[src/logic/cmas_pkg.sv]
// Package for the clock mode auto-switch block: offsets, fields, constants
// Contract
// - With the reload-inhibit bit at 0 a stop release reloads timer and prescaler; at 1 they are left alone.
// - The stabilization reload writes FF to the prescaler that feeds the first timer.
// - The stabilization reload writes 01 to the first timer together with the prescaler.
// - A pin interrupt may start an automatic switch only while the switch enable bit is 1.
// - The wait select bit picks a settling wait of 4.5 to 5.5 machine cycles at 0 and 6.5 to 7.5 at 1.
// - Writing 1 to the program start bit launches a switch and writing 0 does nothing.
// - The program start request is honoured only in low-speed mode.
// - A pin-interrupt switch takes effect only in low-speed mode.
// - A completed switch updates the CPU mode register to middle-speed mode.
// - The upper four bits of the misc clock control register ignore writes and read 0.
// - The timing field sets release time to (field+1) clocks and set-up and hold to (field+1)/2.
// - The polarity bit selects falling edges at 0 and rising edges at 1.
// - The line select bit takes SDA at 0 and SCL at 1.
// - Polarity sits at bit 5 and line select at bit 6 of the condition register.
package cmas_pkg;
	localparam logic [7:0] COND_CTRL_OFS  = 8'h30;
	localparam logic [7:0] MISC_CTRL_OFS  = 8'h38;
	localparam logic [7:0] CPU_MODE_OFS   = 8'h3B;
	localparam logic [7:0] IRQ_STAT_OFS   = 8'h40;
	localparam logic [7:0] IRQ_MASK_OFS   = 8'h44;
	localparam logic [7:0] MISC_RST       = 8'h00;
	localparam logic [7:0] COND_RST       = 8'h00;
	localparam logic [7:0] PRESC_RELOAD   = 8'hFF;
	localparam logic [7:0] TIMER_RELOAD   = 8'h01;
	localparam int BIT_NO_RELOAD = 0;
	localparam int BIT_SW_EN     = 1;
	localparam int BIT_WAIT_SEL  = 2;
	localparam int BIT_SW_START  = 3;
	localparam int BIT_POL       = 5;
	localparam int BIT_LINE      = 6;
	localparam int SSC_W         = 5;
	localparam logic [7:0] MISC_WMASK = 8'h0F;
	localparam logic [7:0] COND_WMASK = 8'h7F;
	// Machine cycle length in clocks; waits are 5 and 7 machine cycles
	localparam int MC_CLKS        = 2;
	localparam int WAIT_SHORT_MC  = 5;
	localparam int WAIT_LONG_MC   = 7;
	localparam logic [7:0] WAIT_SHORT = 8'(WAIT_SHORT_MC * MC_CLKS);
	localparam logic [7:0] WAIT_LONG  = 8'(WAIT_LONG_MC * MC_CLKS);
	// CPU clock mode codes
	typedef enum logic [1:0] {MODE_HIGH, MODE_MID, MODE_LOW, MODE_RSV} cmas_mode_t;
	typedef enum {ST_IDLE, ST_WAIT} cmas_state_t;
	// Interrupt status bits
	localparam int IRQ_SW_DONE = 0;
	localparam int IRQ_PIN     = 1;
	typedef struct packed {
		logic [7:0] timer;
		logic [7:0] presc;
		logic       load;
	} cmas_reload_t;
endpackage : cmas_pkg

[src/logic/cmas_top.sv]
// Clock mode auto-switch and stop-release reload with Wishbone registers
`timescale 1ns/10ps
`default_nettype none
module cmas_top
	import cmas_pkg::*;
(
	input  wire logic               clk_i,
	input  wire logic               rst_i,
	input  wire logic               wb_cyc_i,
	input  wire logic               wb_stb_i,
	input  wire logic               wb_we_i,
	input  wire logic [7:0]         wb_adr_i,
	input  wire logic [3:0]         wb_sel_i,
	input  wire logic [31:0]        wb_dat_i,
	output logic      [31:0]        wb_dat_o,
	output logic                    wb_ack_o,
	input  wire logic               scl_i,
	input  wire logic               sda_i,
	input  wire logic               stop_release_i,
	input  wire logic               osc_ready_i,
	output logic                    main_osc_en_o,
	output logic      [1:0]         clk_mode_o,
	output cmas_reload_t            reload_o,
	output logic      [SSC_W-1:0]   release_clks_o,
	output logic      [SSC_W-1:0]   setup_hold_clks_o,
	output logic                    irq_o
);
	// Pin synchronisers: stage one feeds only stage two
	logic [1:0] scl_s, sda_s;
	logic       line_q;
	logic [7:0] misc, next_misc, cond, next_cond;
	logic [1:0] mode, next_mode;
	logic [1:0] irq_stat, next_irq_stat, irq_mask, next_irq_mask;
	logic       ack, next_ack;
	logic [31:0] rdat, next_rdat;
	cmas_state_t state, next_state;
	logic [7:0] cnt, next_cnt;
	cmas_reload_t rel, next_rel;
	logic       sel_line, pin_edge, wr, rd, sw_req, pin_req;

	function automatic logic [7:0] lane_merge(input logic [7:0] old,
		input logic [7:0] nw, input logic [7:0] wmask);
		lane_merge = (old & ~wmask) | (nw & wmask);
	endfunction : lane_merge

	// Source and edge select for the pin interrupt
	always_comb begin
		sel_line = cond[BIT_LINE] ? scl_s[1] : sda_s[1];
		pin_edge = cond[BIT_POL] ? (sel_line & ~line_q)
			: (~sel_line & line_q);
	end

	always_ff @(posedge clk_i) begin
		if (rst_i) begin
			scl_s  <= 2'h3;
			sda_s  <= 2'h3;
			line_q <= 1'b1;
		end else begin
			scl_s  <= {scl_s[0], scl_i};
			sda_s  <= {sda_s[0], sda_i};
			line_q <= sel_line;
		end
	end

	// Bus strobes; ack drops the cycle after it rose
	assign wr = wb_cyc_i & wb_stb_i & wb_we_i & ~ack & wb_sel_i[0];
	assign rd = wb_cyc_i & wb_stb_i & ~wb_we_i & ~ack;
	assign sw_req = wr && wb_adr_i == MISC_CTRL_OFS
		&& wb_dat_i[BIT_SW_START];
	assign pin_req = pin_edge & misc[BIT_SW_EN];

	// Registers, switch sequence and reload
	always_comb begin
		next_misc     = misc;
		next_cond     = cond;
		next_mode     = mode;
		next_irq_mask = irq_mask;
		next_irq_stat = irq_stat;
		next_state    = state;
		next_cnt      = cnt;
		next_rel      = rel;
		next_rel.load = 1'b0;
		next_ack      = wb_cyc_i & wb_stb_i & ~ack;
		next_rdat     = 32'h0000_0000;
		if (wr) begin
			unique case (wb_adr_i)
				MISC_CTRL_OFS: next_misc = lane_merge(misc,
					wb_dat_i[7:0], MISC_WMASK);
				// Bit 7 is held at 0 so a stray write cannot set it
				COND_CTRL_OFS: next_cond = lane_merge(cond,
					wb_dat_i[7:0], COND_WMASK);
				CPU_MODE_OFS:  next_mode = wb_dat_i[1:0];
				IRQ_MASK_OFS:  next_irq_mask = wb_dat_i[1:0];
				IRQ_STAT_OFS:  next_irq_stat = irq_stat & ~wb_dat_i[1:0];
				default: ;
			endcase
		end
		if (rd) begin
			unique case (wb_adr_i)
				MISC_CTRL_OFS: next_rdat = {28'h0, misc[3:0]};
				COND_CTRL_OFS: next_rdat = {24'h0, cond};
				CPU_MODE_OFS:  next_rdat = {30'h0, mode};
				IRQ_MASK_OFS:  next_rdat = {30'h0, irq_mask};
				IRQ_STAT_OFS:  next_rdat = {30'h0, irq_stat};
				default:       next_rdat = 32'h0000_0000;
			endcase
		end
		if (pin_edge)
			next_irq_stat[IRQ_PIN] = 1'b1; // set wins over clear
		// Stop release reload unless inhibited
		if (stop_release_i && !misc[BIT_NO_RELOAD]) begin
			next_rel.presc = PRESC_RELOAD;
			next_rel.timer = TIMER_RELOAD;
			next_rel.load  = 1'b1;
		end
		unique case (state)
			ST_IDLE: begin
				// Only low-speed mode may start a switch
				if ((sw_req || pin_req) && mode == MODE_LOW) begin
					next_state = ST_WAIT;
					next_cnt   = misc[BIT_WAIT_SEL] ? WAIT_LONG
						: WAIT_SHORT;
				end
			end
			ST_WAIT: begin
				// Counter runs only once the oscillator reports running
				if (osc_ready_i && cnt != 8'h00)
					next_cnt = cnt - 8'h01;
				if (cnt == 8'h00) begin
					next_state = ST_IDLE;
					next_mode  = MODE_MID;
					next_irq_stat[IRQ_SW_DONE] = 1'b1;
				end
			end
		endcase
		// Start bit is self-clearing: it reads 0 after the write
		next_misc[BIT_SW_START] = 1'b0;
	end

	always_ff @(posedge clk_i) begin
		if (rst_i) begin
			misc     <= MISC_RST;
			cond     <= COND_RST;
			mode     <= MODE_LOW;
			irq_stat <= 2'h0;
			irq_mask <= 2'h0;
			ack      <= 1'b0;
			rdat     <= 32'h0000_0000;
			state    <= ST_IDLE;
			cnt      <= 8'h00;
			rel      <= '0;
		end else begin
			misc     <= next_misc;
			cond     <= next_cond;
			mode     <= next_mode;
			irq_stat <= next_irq_stat;
			irq_mask <= next_irq_mask;
			ack      <= next_ack;
			rdat     <= next_rdat;
			state    <= next_state;
			cnt      <= next_cnt;
			rel      <= next_rel;
		end
	end

	// Outputs; timing counts are the field (release clocks minus one) and (field+1)/2 clocks
	assign wb_ack_o      = ack;
	assign wb_dat_o      = rdat;
	assign clk_mode_o    = mode;
	assign main_osc_en_o = (state == ST_WAIT) || (mode != MODE_LOW);
	assign reload_o      = rel;
	assign release_clks_o    = cond[SSC_W-1:0]; // add one for clocks
	assign setup_hold_clks_o = 5'((6'(cond[SSC_W-1:0]) + 6'h01) >> 1);
	assign irq_o         = |(irq_stat & irq_mask);
endmodule : cmas_top
`default_nettype wire

[config.mk]
export PLATFORM = sky130hd
export DESIGN_NAME = cmas_top
export DESIGN_NICKNAME = d
export VERILOG_FILES = /design/src/logic/cmas_pkg.sv /design/src/logic/cmas_top.sv
export SDC_FILE = /design/constraint.sdc
export NUM_CORES = 1
export LEC_CHECK = 0
export BUFFER_PORTS_ARGS = -buffer_cell sky130_fd_sc_hd__buf_4
export CAP_MARGIN = 30
export CORE_MARGIN = 3
export CORE_UTILIZATION = 40
export CTS_CLUSTER_SIZE = 24
export DETAILED_ROUTE_END_ITERATION = 12
export PLACE_DENSITY = 0.73
export SLEW_MARGIN = 30
export SYNTH_ARGS = -nofsm -noshare
export SYNTH_HDL_FRONTEND = slang
export SYNTH_SLANG_ARGS = --single-unit
[constraint.sdc]
create_clock -name clk_i -period 2.3 [get_ports clk_i]
set_input_delay 0.575 -clock clk_i [delete_from_list [all_inputs] [get_ports clk_i]]
set_output_delay 0.575 -clock clk_i [all_outputs]
set_load 0.05 [all_outputs]
==> flow_summary_export.csv <==
group,metric,value,unit
status,status,"complete, no violations",
clock_tree,postCtsSetupBuffers,0,
die,fp.dieH,79.93,um
grt,grt_pass1_wl,7.162,mm
timing,whs,414.4,ps
final_layout,final_cell_mix,"buf_4, dfxtp_1, conb_1, nor2_1, mux2i_1",
power,p_leak,1.231,nW
timing,setup_tns,0,ps
worst_setup_path,crit_arrival,2240,ps
hold_path,hp-start,"sda_s[0]",
synth,postSynthRegisterBits,41,
grt,grt_use_total,14.20,%
final_layout,fin_nets,350,
synth,avgSynthCellArea,8.886,um^2
grt,grt_max_degree,33,
clock_tree,cts_tree,"done",
final_layout,layout.cells.non_filler,366,
placement,gp_congestion,0.9228,
power,finalPower,0.001573,W
synth,yosysWarnings,0,
worst_setup_path,worstRegToRegCells,7,
timing,min_period_over_period,88.79,%
flow_run,drv_cap,0,
drt,wire_per_inst,12.24,um
die,die-width,79.93,um
worst_setup_path,critical_path.startpoint_type,"flop",
timing,max_freq,489.7,MHz
timing,skew,6.751,ps
clock_tree,cts_made_buffers,5,
synth,yosysSeqAreaShare,37.55,%
clock_tree,cts_max_level,2,
placement,placedCellCount,358,
worst_setup_path,cp-end-kind,"flop",
clock_tree,clk_latency,290,ps
final_layout,final_common_cell,"buf_4",
die,io_pins,117,
hold_path,holdCritPathClass,"reg -> reg",
timing,setup_viol,0,
clock_tree,clockBufferDepth,2,
synth,netlist_instances,246,
worst_setup_path,critical_path_class,"reg -> reg",
drt,via_per_inst,4.740,
timing,rsz0062_at_grt,"false",
placement,dpl.hpwl,3.440,mm
placement,dpl_worst_slack,182.3,ps
final_layout,synthToLayoutAreaGrowth,19.29,%
timing,slew_violations,0,
die,num_rows,26,
grt,grt_overflow_total,0,
final_layout,final_layout_size_suffix_gt1_share,28.04,%
grt,use_met3,3.950,%
grt,grt_pass1_vias,1562,
clock_tree,clkTransAtPathRegs,70,ps
final_layout,fill_cells,510,
timing,layout_setup_ws,257.9,ps
worst_setup_path,r2r-start,"cnt[0]",
drt,drtPass1Iterations,4,
die,start_util,42.00,%
clock_tree,cts_sinks,41,
power,vdd_ir_drop_max,0.2662,mV
drt,ant_nets,0,
placement,port_buffers,57,
clock_tree,cts_root_buffer,"clkbuf_8",
drt,finalWirelength,4.481,mm
power,p_per_area,603.4,mW/mm^2
synth,syn_area,0.002186,mm^2
drt,drt_iter0_drc,69,
grt,use_met1,17.74,%
synth,synth_cell_types,47,
timing,fin_crit,2042,ps
die,dieArea,0.006388,mm^2
clock_tree,cts_hold_buffers,0,
grt,busiest_layer,"met2",
clock_tree,ctsResizeCount,0,
die,core-area,0.005205,mm^2
final_layout,diodes,0,
worst_setup_path,cp.required,2500,ps
worst_setup_path,r2r_slack,260,ps
worst_setup_path,rr_endpoint,"cnt[5]",
hold_path,hold_depth,1,
drt,drc_errors,0,
hold_path,hold_end,"sda_s[1]",
grt,grtUsageMet2,23.43,%
timing,finalHoldViolCount,0,
worst_setup_path,path_max_fanout,5,
grt,antenna_found_initial,0,
drt,vias,1735,
## layer usage
layer / up-vias / part of all wire, %
li1: 881 / -
met5: - / 0
met4: 0 / 1.2
met1: 781 / 43
met3: 6 / 8.1
met2: 67 / 48
## cell usage after synthesis (all sizes together)
master | count | area (um^2)
a21boi | 1 | 7.510
a21o | 2 | 15.01
a21oi | 11 | 55.05
a22o | 1 | 8.760
a311oi | 2 | 17.52
a31oi | 4 | 25.02
a32oi | 1 | 8.760
and2 | 5 | 31.28
buf | 46 | 340.3
clkbuf | 4 | 15.01
conb | 1 | 3.750
dfxtp | 41 | 820.8
ha | 2 | 25.02
inv | 7 | 26.28
mux2 | 1 | 11.26
mux2i | 21 | 210.2
nand2 | 11 | 41.29
nand2b | 2 | 12.51
nand3 | 7 | 35.03
nand3b | 5 | 37.54
nand4 | 1 | 6.260
nand4bb | 1 | 16.27
nor2 | 25 | 93.84
nor2b | 1 | 8.760
nor3 | 8 | 40.04
nor3b | 2 | 15.01
nor4 | 2 | 27.53
o211ai | 1 | 7.510
o21a | 1 | 7.510
o21ai | 7 | 38.79
o21bai | 1 | 7.510
o22ai | 1 | 6.260
o31ai | 1 | 7.510
o32a | 2 | 20.02
or2 | 6 | 37.54
or3 | 4 | 31.28
or3b | 1 | 8.760
or4 | 1 | 7.510
or4b | 2 | 23.77
xnor2 | 2 | 17.52
xor2 | 1 | 8.760
## where the power goes
group          internal [W]  switching (W)
Combinational     0.0000616       0.000213
Clock              0.000325       0.000250
Sequential         0.000718     0.00000602
## layout make-up
| cell class | instances | area [um^2] | area share (%) |
|---|---|---|---|
| multi-input cells | 179 | 1100 | 42.18 |
| inverters | 7 | 26.28 | 1.008 |
| clock inverters | 3 | 46.29 | 1.775 |
| flip-flops and latches | 41 | 820.8 | 31.48 |
| repair buffers | 61 | 457.9 | 17.56 |
| well taps | 70 | 87.58 | 3.359 |
| clock buffers | 5 | 68.82 | 2.639 |
## worst max-delay path by stage
| stage | endpoint | startpoint | depth (start not counted) |
|---|---|---|---|
| finish | cnt[5] | cnt[0] | 7 |
| global route | cnt[5] | cnt[0] | 7 |
| CTS | cnt[5] | cnt[0] | 7 |
| detailed placement | cnt[2] | wb_adr_i[0] | 6 |
| global placement | wb_dat_o[6] | wb_adr_i[0] | 5 |
| floorplan | setup_hold_clks_o[3] | cond[0] | 3 |
## kinds of logic after synthesis
group                      Yosys count  synth area share [%]
other                                1                0.1716
muxes                               22                 10.13
and+or+nand+nor                     84                 21.70
xor gates and xnor gates             3                 1.202
DFF                                 41                 37.55
buffers and inverters               57                 17.46
AOI/OAI and AO/OA                   36                 10.65
adders and majority gates            2                 1.145
## state kept, by name, indices dropped and copies added (netlist names), 2 cells and up
register,count
irq_stat,2
misc,3
wb_dat_o,8
reload_o,2
sda_s,2
scl_s,2
cond,7
clk_mode_o,2
irq_mask,2
cnt,8
## critical path, cell delays in order, from the launching register on
cell      delay [ps]
dfxtp_1          340
inv_1            100
ha_1             220
or4b_4           520
nor2b_2          220
nand2b_1         170
nand2_1          120
a311oi_1         270
## through the flow
step	utilization [%]	cell area, um^2
2_1_floorplan	-	2302
3_3_place_gp	47.88	2492
3_5_place_dp	47.88	2492
4_1_cts	50.10	2608
5_1_grt	50.10	2608
6_report	50.10	2608
(Power assumes the default switching activity.)
